File: src/svm_pkg.sv
package svm_pkg;

  // Clock and timing
  localparam int CLK_HZ             = 250_000_000;
  localparam int OSC_HZ             = 125_000;
  localparam int OSC_DIV            = CLK_HZ / OSC_HZ;
  localparam int DETECTOR_SETTLE_US = 100;
  localparam int SETTLE_CYC_DEF     = DETECTOR_SETTLE_US * (CLK_HZ / 1_000_000);
  localparam int OPT_SYNC_CYC       = 2;

  // Option byte location and field
  localparam logic [15:0] OPTION_BYTE_ADDR = 16'hFFFF;
  localparam int          OPT_MON0_BIT     = 5;

  // Register byte addresses
  localparam logic [7:0] ADDR_DETCTL  = 8'h00;
  localparam logic [7:0] ADDR_MON0    = 8'h04;
  localparam logic [7:0] ADDR_COMMON  = 8'h08;
  localparam logic [7:0] ADDR_LEVEL   = 8'h0C;
  localparam logic [7:0] ADDR_MON1    = 8'h10;
  localparam logic [7:0] ADDR_CLKMODE = 8'h14;
  localparam logic [7:0] ADDR_OPTION  = 8'h18;
  localparam logic [7:0] ADDR_IRQ_ST  = 8'h1C;
  localparam logic [7:0] ADDR_IRQ_MSK = 8'h20;

  // Field positions
  localparam int DET0_BIT      = 0;
  localparam int DET1_BIT      = 1;
  localparam int SET0_BIT      = 4;
  localparam int SET1_BIT      = 5;
  localparam int M1_EN_BIT     = 0;
  localparam int M1_FDIS_BIT   = 1;
  localparam int M1_FLAG_BIT   = 2;
  localparam int M1_FSEL_LSB   = 4;
  localparam int M1_MODE_BIT   = 6;
  localparam int M1_EDGE_BIT   = 7;
  localparam int IRQ_M1_BIT    = 0;
  localparam int IRQ_M0_BIT    = 1;

  // Reset values
  localparam logic       OSC_STOP_RST = 1'h1;
  localparam logic       M1_FDIS_RST  = 1'h1;
  localparam logic [2:0] FILT_RST     = 3'h7;
  localparam logic [1:0] IRQ_MSK_RST  = 2'h0;

  // Bus responses
  localparam logic [1:0] RESP_OKAY   = 2'h0;
  localparam logic [1:0] RESP_SLVERR = 2'h2;

  typedef struct packed {
    logic        awvalid;
    logic [7:0]  awaddr;
    logic        wvalid;
    logic [31:0] wdata;
    logic [3:0]  wstrb;
    logic        bready;
    logic        arvalid;
    logic [7:0]  araddr;
    logic        rready;
  } svm_axi_req_t;

  typedef struct packed {
    logic        awready;
    logic        wready;
    logic        bvalid;
    logic [1:0]  bresp;
    logic        arready;
    logic        rvalid;
    logic [31:0] rdata;
    logic [1:0]  rresp;
  } svm_axi_rsp_t;

endpackage

File: src/svm_filt.sv
module svm_filt (
  // Clock and reset
  input  wire logic core_clk,
  input  wire logic resetn,
  // Sampling strobe and level
  input  wire logic sample,
  input  wire logic din,
  output logic      dout
);
  typedef struct packed {
    logic [2:0] sh;
    logic       out;
  } svm_filt_st_t;

  svm_filt_st_t q;
  svm_filt_st_t d;

  // A level is taken only once three samples agree, so short glitches die
  always_comb begin
    d = q;
    if (sample) begin
      d.sh = {q.sh[1:0], din};
      if (d.sh == 3'h7) begin
        d.out = 1'b1;
      end else if (d.sh == 3'h0) begin
        d.out = 1'b0;
      end
    end
  end

  always_ff @(posedge core_clk) begin
    if (!resetn) begin
      q <= {svm_pkg::FILT_RST, 1'b1};
    end else begin
      q <= d;
    end
  end

  assign dout = q.out;
endmodule // svm_filt

File: src/svm_sync.sv
module svm_sync #(
  parameter int W = 1
) (
  // Clock and reset
  input  wire logic         core_clk,
  input  wire logic         resetn,
  // Data
  input  wire logic [W-1:0] din,
  output logic      [W-1:0] dout
);
  logic [W-1:0] meta_q;

  // Two stages; only the second stage is read outside
  always_ff @(posedge core_clk) begin
    if (!resetn) begin
      meta_q <= '0;
      dout   <= '0;
    end else begin
      meta_q <= din;
      dout   <= meta_q;
    end
  end
endmodule // svm_sync

File: src/svm_top.sv
// What this block does
// Option bit selects monitor 0 reset after reset
// Option byte sits at fixed address
// Enable detector 0, settle, then arm reset
// Monitor 0 reset enable allows supply reset
// Common enable gates monitors 1 and 2; only monitor 1 exists here and is gated
// Four-bit field selects monitor 1 threshold
// Enable detector 1, settle before filter/mode
// Two-bit field picks filter sampling division
// Unfiltered, timing bit picks crossing direction
// Filter disable bit: 0 filters, 1 bypasses
// Mode bit: 0 interrupt, 1 reset
// Writing 0 clears the passage flag
// Oscillator stop bit 0 runs filter clock
// Software waits three samples before enabling
// Monitor 1 enable arms selected response
// Flag sets on crossing even before arming
// Reset use unfiltered sets timing bit one
// Config frozen while monitor 1 enabled
// Filter needs stable consecutive samples
//
// Added by the designer: the AXI4-Lite register port.
module svm_top #(
  parameter int SETTLE_CYC = svm_pkg::SETTLE_CYC_DEF
) (
  // Clock and reset
  input  wire logic                  core_clk,
  input  wire logic                  resetn,
  // Register bus
  input  wire svm_pkg::svm_axi_req_t axi_req,
  output svm_pkg::svm_axi_rsp_t      axi_rsp,
  // Option byte and comparators
  input  wire logic [7:0]            option_select_byte,
  input  wire logic                  mon0_cmp_below,
  input  wire logic                  mon1_cmp_above,
  // Analog controls
  output logic                       detector0_on,
  output logic                       detector1_on,
  output logic [3:0]                 mon1_level_select,
  output logic                       lowspeed_osc_run,
  // Responses
  output logic                       mon0_reset_req,
  output logic                       mon1_reset_req,
  output logic                       irq
);
  typedef struct packed {
    logic [1:0]  opt_cnt;
    logic        opt_done;
    logic [7:0]  opt_byte;
    logic        det0_en;
    logic        det1_en;
    logic [15:0] set0_cnt;
    logic [15:0] set1_cnt;
    logic        mon0_rst_en;
    logic        common_en;
    logic [3:0]  level;
    logic        m1_en;
    logic        m1_fdis;
    logic        m1_flag;
    logic [1:0]  m1_fsel;
    logic        m1_mode;
    logic        m1_edge;
    logic        osc_stop;
    logic [10:0] osc_cnt;
    logic [2:0]  smp_cnt;
    logic        lvl_prev;
    logic        m0_prev;
    logic        m0_rst;
    logic        m1_rst;
    logic [1:0]  irq_st;
    logic [1:0]  irq_msk;
    logic        aw_ok;
    logic [7:0]  aw_addr;
    logic        w_ok;
    logic [7:0]  w_data;
    logic        w_lane0;
    logic        bvalid;
    logic [1:0]  bresp;
    logic        rvalid;
    logic [31:0] rdata;
    logic [1:0]  rresp;
  } svm_top_st_t;

  svm_top_st_t q;
  svm_top_st_t d;

  logic [7:0] opt_s;
  logic       m0_below;
  logic       m1_raw;
  logic       m1_filt;
  logic       osc_tick;
  logic       smp_tick;
  logic       set0_done;
  logic       set1_done;
  logic       m1_active;
  logic       m1_lvl;
  logic       m1_cross;
  logic       m1_evt;
  logic       do_wr;

  // Settle counter step, shared by both detectors
  function automatic logic [15:0] settle_step(input logic en, input logic [15:0] cnt);
    if (!en) begin
      return 16'h0000;
    end
    return (cnt == 16'(SETTLE_CYC)) ? cnt : cnt + 16'h0001;
  endfunction

  function automatic logic addr_ok(input logic [7:0] a);
    return a inside {svm_pkg::ADDR_DETCTL, svm_pkg::ADDR_MON0, svm_pkg::ADDR_COMMON,
                     svm_pkg::ADDR_LEVEL, svm_pkg::ADDR_MON1, svm_pkg::ADDR_CLKMODE,
                     svm_pkg::ADDR_OPTION, svm_pkg::ADDR_IRQ_ST, svm_pkg::ADDR_IRQ_MSK};
  endfunction

  // Pins from outside the clock domain
  svm_sync #(.W(10)) u_sync (
    .core_clk (core_clk),
    .resetn   (resetn),
    .din      ({option_select_byte, mon0_cmp_below, mon1_cmp_above}),
    .dout     ({opt_s, m0_below, m1_raw})
  );

  svm_filt u_filt (
    .core_clk (core_clk),
    .resetn   (resetn),
    .sample   (smp_tick),
    .din      (m1_raw),
    .dout     (m1_filt)
  );

  // Sampling clock: low-speed oscillator, then 1/2/4/8 division
  assign osc_tick  = !q.osc_stop && (q.osc_cnt == 11'(svm_pkg::OSC_DIV - 1));
  assign smp_tick  = osc_tick && ((q.smp_cnt & (3'(4'h1 << q.m1_fsel) - 3'h1)) == 3'h0);
  assign set0_done = q.set0_cnt == 16'(SETTLE_CYC);
  assign set1_done = q.set1_cnt == 16'(SETTLE_CYC);

  // Monitor 1 watches only with the common and detector enables settled
  assign m1_active = q.common_en && q.det1_en && set1_done;
  assign m1_lvl    = q.m1_fdis ? m1_raw : m1_filt;
  assign m1_cross  = m1_active && (m1_lvl != q.lvl_prev);
  assign m1_evt    = m1_cross && (!q.m1_fdis || (q.m1_edge ? !m1_lvl : m1_lvl));
  assign do_wr     = q.aw_ok && q.w_ok && !q.bvalid;

  // Next-state logic for everything the block holds
  always_comb begin
    d = q;
    // Option byte is caught once the strap has crossed the synchroniser
    if (!q.opt_done) begin
      if (q.opt_cnt == 2'(svm_pkg::OPT_SYNC_CYC)) begin
        d.opt_done    = 1'b1;
        d.opt_byte    = opt_s;
        d.mon0_rst_en = opt_s[svm_pkg::OPT_MON0_BIT];
        d.det0_en     = opt_s[svm_pkg::OPT_MON0_BIT];
      end else begin
        d.opt_cnt = q.opt_cnt + 2'h1;
      end
    end
    d.set0_cnt = settle_step(q.det0_en, q.set0_cnt);
    d.set1_cnt = settle_step(q.det1_en, q.set1_cnt);
    // Oscillator divider stops with the stop bit, freezing the filter
    if (q.osc_stop) begin
      d.osc_cnt = 11'h000;
      d.smp_cnt = 3'h0;
    end else if (osc_tick) begin
      d.osc_cnt = 11'h000;
      d.smp_cnt = q.smp_cnt + 3'h1;
    end else begin
      d.osc_cnt = q.osc_cnt + 11'h001;
    end
    d.lvl_prev = m1_lvl;
    d.m0_prev  = m0_below;
    // Monitor 0 resets only once armed after its detector settled
    d.m0_rst = q.mon0_rst_en && set0_done && m0_below;
    // Reset response of monitor 1 is a one-cycle request
    d.m1_rst = m1_evt && q.m1_en && q.m1_mode;
    // Write channel: address and data may come in either order
    if (axi_req.awvalid && !q.aw_ok && !q.bvalid) begin
      d.aw_ok   = 1'b1;
      d.aw_addr = axi_req.awaddr;
    end
    if (axi_req.wvalid && !q.w_ok && !q.bvalid) begin
      d.w_ok    = 1'b1;
      d.w_data  = axi_req.wdata[7:0];
      d.w_lane0 = axi_req.wstrb[0];
    end
    if (q.bvalid && axi_req.bready) begin
      d.bvalid = 1'b0;
    end
    if (do_wr) begin
      d.aw_ok  = 1'b0;
      d.w_ok   = 1'b0;
      d.bvalid = 1'b1;
      d.bresp  = addr_ok(q.aw_addr) ? svm_pkg::RESP_OKAY : svm_pkg::RESP_SLVERR;
    end
    // Register writes; every field lives in byte lane 0
    if (do_wr && q.w_lane0) begin
      unique case (q.aw_addr)
        svm_pkg::ADDR_DETCTL: begin
          d.det0_en = q.w_data[svm_pkg::DET0_BIT];
          d.det1_en = q.w_data[svm_pkg::DET1_BIT];
        end
        svm_pkg::ADDR_MON0: begin
          d.mon0_rst_en = q.w_data[0];
        end
        svm_pkg::ADDR_COMMON: begin
          d.common_en = q.w_data[0];
        end
        svm_pkg::ADDR_LEVEL: begin
          // Threshold moves only while detector 1 is off
          if (!q.det1_en) begin
            d.level = q.w_data[3:0];
          end
        end
        svm_pkg::ADDR_MON1: begin
          d.m1_en = q.w_data[svm_pkg::M1_EN_BIT];
          // Filter, timing and mode only change while disarmed
          if (!q.m1_en) begin
            d.m1_fdis = q.w_data[svm_pkg::M1_FDIS_BIT];
            d.m1_fsel = q.w_data[svm_pkg::M1_FSEL_LSB +: 2];
            d.m1_mode = q.w_data[svm_pkg::M1_MODE_BIT];
            d.m1_edge = q.w_data[svm_pkg::M1_EDGE_BIT];
          end
          // Writing a one to the flag leaves it alone
          if (!q.w_data[svm_pkg::M1_FLAG_BIT]) begin
            d.m1_flag = 1'b0;
          end
        end
        svm_pkg::ADDR_CLKMODE: begin
          d.osc_stop = q.w_data[0];
        end
        svm_pkg::ADDR_IRQ_ST: begin
          d.irq_st = q.irq_st & ~q.w_data[1:0];
        end
        svm_pkg::ADDR_IRQ_MSK: begin
          d.irq_msk = q.w_data[1:0];
        end
        default: begin
        end
      endcase
    end
    // Hardware sets come last so an event beats a same-cycle clear
    if (m1_evt) begin
      d.m1_flag = 1'b1;
    end
    if (m1_evt && q.m1_en && !q.m1_mode) begin
      d.irq_st[svm_pkg::IRQ_M1_BIT] = 1'b1;
    end
    if (q.det0_en && set0_done && m0_below && !q.m0_prev) begin
      d.irq_st[svm_pkg::IRQ_M0_BIT] = 1'b1;
    end
    // Read channel: answer one cycle after the address is taken
    if (q.rvalid && axi_req.rready) begin
      d.rvalid = 1'b0;
    end
    if (axi_req.arvalid && !q.rvalid) begin
      d.rvalid = 1'b1;
      d.rresp  = addr_ok(axi_req.araddr) ? svm_pkg::RESP_OKAY : svm_pkg::RESP_SLVERR;
      d.rdata  = 32'h0000_0000;
      unique case (axi_req.araddr)
        svm_pkg::ADDR_DETCTL: begin
          d.rdata[svm_pkg::DET0_BIT] = q.det0_en;
          d.rdata[svm_pkg::DET1_BIT] = q.det1_en;
          d.rdata[svm_pkg::SET0_BIT] = set0_done;
          d.rdata[svm_pkg::SET1_BIT] = set1_done;
        end
        svm_pkg::ADDR_MON0:    d.rdata[0] = q.mon0_rst_en;
        svm_pkg::ADDR_COMMON:  d.rdata[0] = q.common_en;
        svm_pkg::ADDR_LEVEL:   d.rdata[3:0] = q.level;
        svm_pkg::ADDR_MON1:    d.rdata[7:0] = {q.m1_edge, q.m1_mode, q.m1_fsel, 1'b0,
                                               q.m1_flag, q.m1_fdis, q.m1_en};
        svm_pkg::ADDR_CLKMODE: d.rdata[0] = q.osc_stop;
        svm_pkg::ADDR_OPTION:  d.rdata[7:0] = q.opt_byte;
        svm_pkg::ADDR_IRQ_ST:  d.rdata[1:0] = q.irq_st;
        svm_pkg::ADDR_IRQ_MSK: d.rdata[1:0] = q.irq_msk;
        default: begin
        end
      endcase
    end
  end

  // All state registered together
  always_ff @(posedge core_clk) begin
    if (!resetn) begin
      q          <= '0;
      q.m1_fdis  <= svm_pkg::M1_FDIS_RST;
      q.osc_stop <= svm_pkg::OSC_STOP_RST;
      q.irq_msk  <= svm_pkg::IRQ_MSK_RST;
      q.lvl_prev <= 1'b1;
    end else begin
      q <= d;
    end
  end

  // Bus handshakes are combinational from held state
  always_comb begin
    axi_rsp         = '0;
    axi_rsp.awready = !q.aw_ok && !q.bvalid;
    axi_rsp.wready  = !q.w_ok && !q.bvalid;
    axi_rsp.bvalid  = q.bvalid;
    axi_rsp.bresp   = q.bresp;
    axi_rsp.arready = !q.rvalid;
    axi_rsp.rvalid  = q.rvalid;
    axi_rsp.rdata   = q.rdata;
    axi_rsp.rresp   = q.rresp;
  end

  assign detector0_on      = q.det0_en;
  assign detector1_on      = q.det1_en;
  assign mon1_level_select = q.level;
  assign lowspeed_osc_run  = !q.osc_stop;
  assign mon0_reset_req    = q.m0_rst;
  assign mon1_reset_req    = q.m1_rst;
  assign irq               = |(q.irq_st & q.irq_msk);
endmodule // svm_top

File: config.mk
export PLATFORM = sky130hd
export DESIGN_NAME = svm_top
export DESIGN_NICKNAME = d
export VERILOG_FILES = /design/src/svm_pkg.sv /design/src/svm_filt.sv /design/src/svm_sync.sv /design/src/svm_top.sv
export SDC_FILE = /design/constraint.sdc
export NUM_CORES = 1
export LEC_CHECK = 0
export BUFFER_PORTS_ARGS = -buffer_cell sky130_fd_sc_hd__buf_2
export CORE_MARGIN = 3
export CORE_UTILIZATION = 40
export CTS_CLUSTER_SIZE = 8
export DETAILED_ROUTE_END_ITERATION = 16
export GPL_TIMING_DRIVEN = 0
export HOLD_SLACK_MARGIN = 0.06
export PLACE_DENSITY_LB_ADDON = 0.25
export SLEW_MARGIN = 0
export SYNTH_ARGS = -nofsm -noshare
export SYNTH_HDL_FRONTEND = slang
export SYNTH_HIERARCHICAL = 1
export SYNTH_SLANG_ARGS = --single-unit
File: constraint.sdc
create_clock -name core_clk -period 2.4 [get_ports core_clk]
set_clock_uncertainty 0.05 [all_clocks]
set_input_delay 0.48 -clock core_clk [delete_from_list [all_inputs] [get_ports core_clk]]
set_output_delay 0.48 -clock core_clk [all_outputs]
set_load 0.005 [all_outputs]
; Yosys cells after proc, flatten, opt, wreduce, memory -nomap -nowiden
; Index checks and enable logic that the tools add are counted.
[classes]
n_addsub = 6
eq_ne = 23
shift = 1
muxes = 37
n_bitwise = 9
reduce_logical = 70
[ops]
columns = operator, count
row1 = $eq A8 B5 Y1 const B, 8
row2 = $mux W35, 1
row3 = $add A16 B1 Y16 const B, 2
row4 = $eq A16 B15 Y1 const B, 2
row5 = $eq A8 B4 Y1 const B, 4
row6 = $logic_and A1 B1 Y1, 26
row7 = $reduce_and A2 Y1, 12
row8 = $mux W10, 2
row9 = $reduce_bool A2 Y1, 9
row10 = $reduce_bool A9 Y1, 2
row11 = $eq A8 B3 Y1 const B, 2
row12 = $eq A8 B6 Y1 const B, 2
row13 = $logic_not A8 Y1, 2
row14 = $mux W1, 16
row15 = $mux W4, 4
row16 = $mux W14, 1
row17 = $mux W2, 6
row18 = $pmux W2 S3, 2
row19 = $add A11 B1 Y11 const B, 1
row20 = $eq A11 B11 Y1 const B, 1
row21 = $logic_not A1 Y1, 9
row22 = $pmux W1 S9, 1
row23 = $reduce_and A3 Y1, 3
row24 = $mux W7, 1
row25 = other kinds (19), 27
[word_totals]
register_bits = 137
out_inout_bits = 51
word_cells = 186

; Longest topological paths before layout
[logic_depth]
depth_word = 9
mapped_depth = 7
mapped_depth_nobuf = 6

; Modules after synthesis
; Netlist, hierarchy kept.
[modules_own_cells]
columns = module, n_inst, cells_each, area_per_inst_um2, seq_area_each_um2
row1 = svm_top, 1, 637, 5298.8, 2242.2
row2 = svm_sync, 1, 42, 561.8, 400.4
row3 = svm_filt, 1, 10, 116.4, 60.1

; Least setup slack after synthesis
; No wires, ideal clock.
[synth_path]
kind = reg-to-reg
startpoint = reg q[73] (netlist bit)
endpoint = reg u_filt.q, in the netlist u_filt/dout
setup_ns = 0.120
t_arrival_ns = 1.710
required_ns = 2.230
setup_slack_ns = 0.520
stages_incl_launch_ff = 6
path_buffers = 0
period_less_slack_ns = 1.880
path_cell_list = dfxtp_1 or3b_2 nor4_2 and3_1 nor4b_2 o21ai_1
[synth_via]
elab_chain_cells = 4
[synth_rtl]
columns = item, line
row1 = from (decl), svm_top.sv:84  ; svm_top_st_t q;
row2 = $eq A11 B11 Y1, svm_top.sv:132  ; assign osc_tick = !q.osc_stop && (q.osc_cnt == 11'(svm_pkg::OSC_DIV - 1));
row3 = $logic_and A1 B1 Y1, svm_top.sv:132
row4 = $logic_and A1 B1 Y1, svm_top.sv:133  ; assign smp_tick = osc_tick && ((q.smp_cnt & (3'(4'h1 << q.m1_fsel) - 3'h1)) == 3'h0);
row5 = via smp_tick, svm_top.sv:92  ; logic smp_tick;
row6 = $reduce_and A2 Y1 (no line), -
row7 = to (signal assigned), svm_filt.sv:33  ; q <= {svm_pkg::FILT_RST, 1'b1};
row8 = to (decl), svm_filt.sv:15  ; svm_filt_st_t q;
; The timed path passes the listed nets, and every way through them passes these cells.
; A chain may end at the register's enable or synchronous reset.

; Worst setup path after layout
[layout_path]
startpoint = reg q[68] (netlist bit)
endpoint = reg u_filt.q, in the netlist u_filt/dout
; Same word-level chain as after synthesis.

==> results.md <==
* Gate power share at 0.072
* Switching share of power at 0.243
* Die extent in y at roughly 130 um
* Top Metal Used: met4
* Slew HR at 0.570
* Setup TNS at 0 ps
* Dominant synthesized flop cell: dfxtp_1
* Pwr Density at 725 nW/um^2
* Initial antenna violation count at 0
* Post-synthesis async set-or-reset flop share at 0
* Startpoint Class: register
* Met3 WL at 490 um
* Final Worst Setup Slack at 178 ps
* Antenna Violating Nets Remaining at 0
* Unrepaired setup endpoints after global routing: false
* Pre-CTS setup slack at 138 ps
* Maximum clock frequency at ~0.45 GHz
* Internal at 0.00395 W
* Root Buffer: clkbuf_16
* Via/cell ratio at 4.84
* Post-CTS Setup Bufs at 0
* Max-cap violations at 0
* Library cells used by synthesis at 59
* I/O Buffers at 64
* Critical Setup Path Class: reg -> reg
* Warnings, synthesis at 6
* HPWL after DPL at 9350 um
* Endpoints failing setup at 0
* Global-route wire length before repair at between 20,000 and 25,000 um
* Seq pwr share at 0.454
* GRT Util Overall at 0.166
* Initial Util at 0.410
* Num CTS Buffers at 17
* Switching Power at 0.00126 W
* Sequential cell area at 2700 um^2
* Synthesized area at 5980 um^2
* Residual DRC at 0
* Gr ovfl total at 0
* Clk sinks at 135
* Maximum clock path buffer count at 2
* Register area share after synthesis at 0.452
* H-tree depth at 4
* Status: complete, no violations
* Clock latency on the worst-skew pair at around 410 ps
* M1 WL at 5950 um
* Final Max Slew Viols at 0
* TritonRoute pass-1 iters at 4
* Pin count of the biggest net entering global routing at 17
* R2R depth at 6
* Post-synthesis register bit count at 135
* Crit. End Element: register
* Routed WL at 13,100 um
* Clock-pin transition on the worst setup and hold timing paths at 60 ps
* Routed via count at 4,815
* Ant diodes at 0
* Avg Cell Area, Syn at 8.67 um^2
* CP Capture Point: u_filt/dout
* Setup crit start: q[68]
* Reg2Reg Launch Point: q[68]
* Min Tclk post-route at 2220 ps
* Share of cells above drive strength 1 at 0.206
* Area delta synth->final at 20.2%
* Cells after Synth at slightly below 700
* Flop-to-flop setup slack at 180 ps
* WP data required at 2660 ps
* Wire per inst at 13.2 um
* Hold Fails Final Rpt at 0
* Fin util at 0.493
* Multi-input gate area at 2850 um^2
* CTS tree: built
* Core Box Area at ~15,000 um^2
* CP arrival at between 2000 and 2500 ps
* Clock network fraction of total power at 0.474
* Top Ports at 120
* Tightest Hold Check Type: in -> reg
* Crit share post-route at 0.926
* Maximum vdd drop at 0.517 mV
* Crit Reg-Reg Endpoint: u_filt/dout
* Vias in the first global route at 4,562
* P_leak at between 2 and 3 nW
* EDFF count, synth at 0
* Global placement routability congestion at 0.779
* Least-Margin Pin Slew at approximately 640 ps
* CP Max Fanout at 6
* Fillcell total at 1,413
* Die ar. at roughly 16,000 um^2
* Cts hold-fix bufs at 0
* Final Net Count at about 870
* Post-CTS Resized at 0
* Die X at 128 um
* FP Rows at 44
* DR WL met2 at 6400 um
* DR iter-0 viols at roughly 260
area by class of cell:
class	count	share of cell area
clock buffer	20	0.0622
inverter	23	0.0120
clock inverter	12	0.0164
buffer	69	0.0602
multi-input combinational	487	0.396
tap	184	0.0320
timing repair buffer	64	0.0446
sequential	135	0.376
placed cells by master, fill, tap and decap left out, types with 5 or more instances in the layout:
| cell type | netlist | final |
|---|---|---|
| nand2b_1 | 5 | 5 |
| o21ai_0 | 22 | 22 |
| nand2_1 | 82 | 82 |
| buf_4 | 42 | 42 |
| clkbuf_16 | 0 | 17 |
| xnor2_1 | 17 | 17 |
| nor2_1 | 65 | 65 |
| and2_2 | 11 | 11 |
| nand3_1 | 26 | 26 |
| or3b_2 | 5 | 5 |
| ha_1 | 7 | 7 |
| xor2_1 | 15 | 15 |
| nor3_1 | 11 | 11 |
| and2_1 | 16 | 16 |
| and4_1 | 6 | 6 |
| buf_2 | 0 | 64 |
| nand3b_1 | 6 | 6 |
| mux2i_1 | 19 | 19 |
| nand4_1 | 22 | 22 |
| conb_1 | 1 | 26 |
| o31ai_1 | 5 | 5 |
| dfxtp_1 | 135 | 135 |
| inv_1 | 22 | 22 |
| clkbuf_1 | 24 | 26 |
| or3_1 | 6 | 6 |
| a21oi_1 | 57 | 57 |
cells in the mapped netlist (2+ instances only):
cell | count | area share
a211oi_1 | 4 | 0.0050
a21o_1 | 2 | 0.0025
a21oi_1 | 57 | 0.048
a31oi_1 | 2 | 0.0021
and2_1 | 16 | 0.017
and2_2 | 11 | 0.014
and3_1 | 4 | 0.0042
and3b_1 | 2 | 0.0029
and4_1 | 6 | 0.0088
buf_4 | 42 | 0.053
buf_6 | 2 | 0.0038
clkbuf_1 | 24 | 0.015
dfxtp_1 | 135 | 0.45
ha_1 | 7 | 0.015
inv_1 | 22 | 0.014
mux2_2 | 3 | 0.0057
mux2i_1 | 19 | 0.032
nand2_1 | 82 | 0.051
nand2b_1 | 5 | 0.0052
nand3_1 | 26 | 0.022
nand3b_1 | 6 | 0.0075
nand4_1 | 22 | 0.023
nor2_1 | 65 | 0.041
nor2b_1 | 4 | 0.0042
nor3_1 | 11 | 0.0092
nor4_1 | 4 | 0.0042
nor4b_1 | 4 | 0.0059
o2111ai_1 | 2 | 0.0029
o211ai_1 | 3 | 0.0038
o21ai_0 | 22 | 0.018
o31ai_1 | 5 | 0.0063
o32ai_1 | 2 | 0.0029
or3_1 | 6 | 0.0063
or3b_2 | 5 | 0.0073
or4_1 | 3 | 0.0038
xnor2_1 | 17 | 0.025
xor2_1 | 15 | 0.022
power by group through the flow:
stage,logic (W),registers (W),clock network (W)
floorplan,0.000275,0.00240,0
global placement,0.000374,0.00241,0
detailed placement,0.000378,0.00241,0
CTS,0.000379,0.00236,0.00252
global route,0.000435,0.00237,0.00262
finish,0.000376,0.00237,0.00247
stage by stage:
| stage | area [um^2] | total power, W | instances | hold slack (ps) |
|---|---|---|---|---|
| finish | 7190 | 0.00521 | 994 | 217 |
| floorplan | 6070 | 0.00267 | 714 | 356 |
| global route | 7190 | 0.00542 | 994 | 211 |
| global placement | 6620 | 0.00279 | 962 | 362 |
| CTS | 7190 | 0.00526 | 994 | 200 |
| detailed placement | 6620 | 0.00279 | 962 | 368 |
worst min path at each step:
stage | from | slack [ps] | endpoint | depth (start not counted)
after floorplan | u_sync/meta_q[8] | 360 | u_sync/dout[8] | 1
after global placement | u_sync/meta_q[8] | 360 | u_sync/dout[8] | 1
after detailed placement | u_sync/meta_q[6] | 370 | u_sync/dout[6] | 1
after CTS | option_select_byte[4] | 200 | u_sync/meta_q[6] | 2
after global routing | option_select_byte[4] | 210 | u_sync/meta_q[6] | 2
final | option_select_byte[4] | 220 | u_sync/meta_q[6] | 2
layer usage:
layer / vias up / global-route usage
met1: 2185 / 0.201
met3: 20 / 0.0358
met4: 0 / 0.0799
li1: 2525 / -
met2: 85 / 0.279
met5: - / 0
flip-flops by register name, indices dropped and copies added, names as in the netlist, 2 cells and up:
name / flops
u_sync/meta_q: 10
u_filt/q: 2
mon1_level_select: 4
u_sync/dout: 10
axi_rsp: 12
q: 92
critical path, cell delays in order (launching register included):
cell and delay, ps:
dfxtp_1 350, ha_1 200, nand3_1 230, nor4_2 550
and3_1 420, nor4b_2 250, o21ai_1 70
cell families (layout without fill, tap and decap cells):
group	Yosys count	count (layout)	synth area share
buffers and inverters	92	188	0.0869
AOI/OAI and AO/OA	108	108	0.105
and+or+nand+nor	292	292	0.256
other	1	26	0.000627
adders and majority gates	7	7	0.0147
xor gates and xnor gates	32	32	0.0469
muxes	22	22	0.0375
DFF	135	135	0.452
No activity file was read; power rests on OpenSTA's default activity.
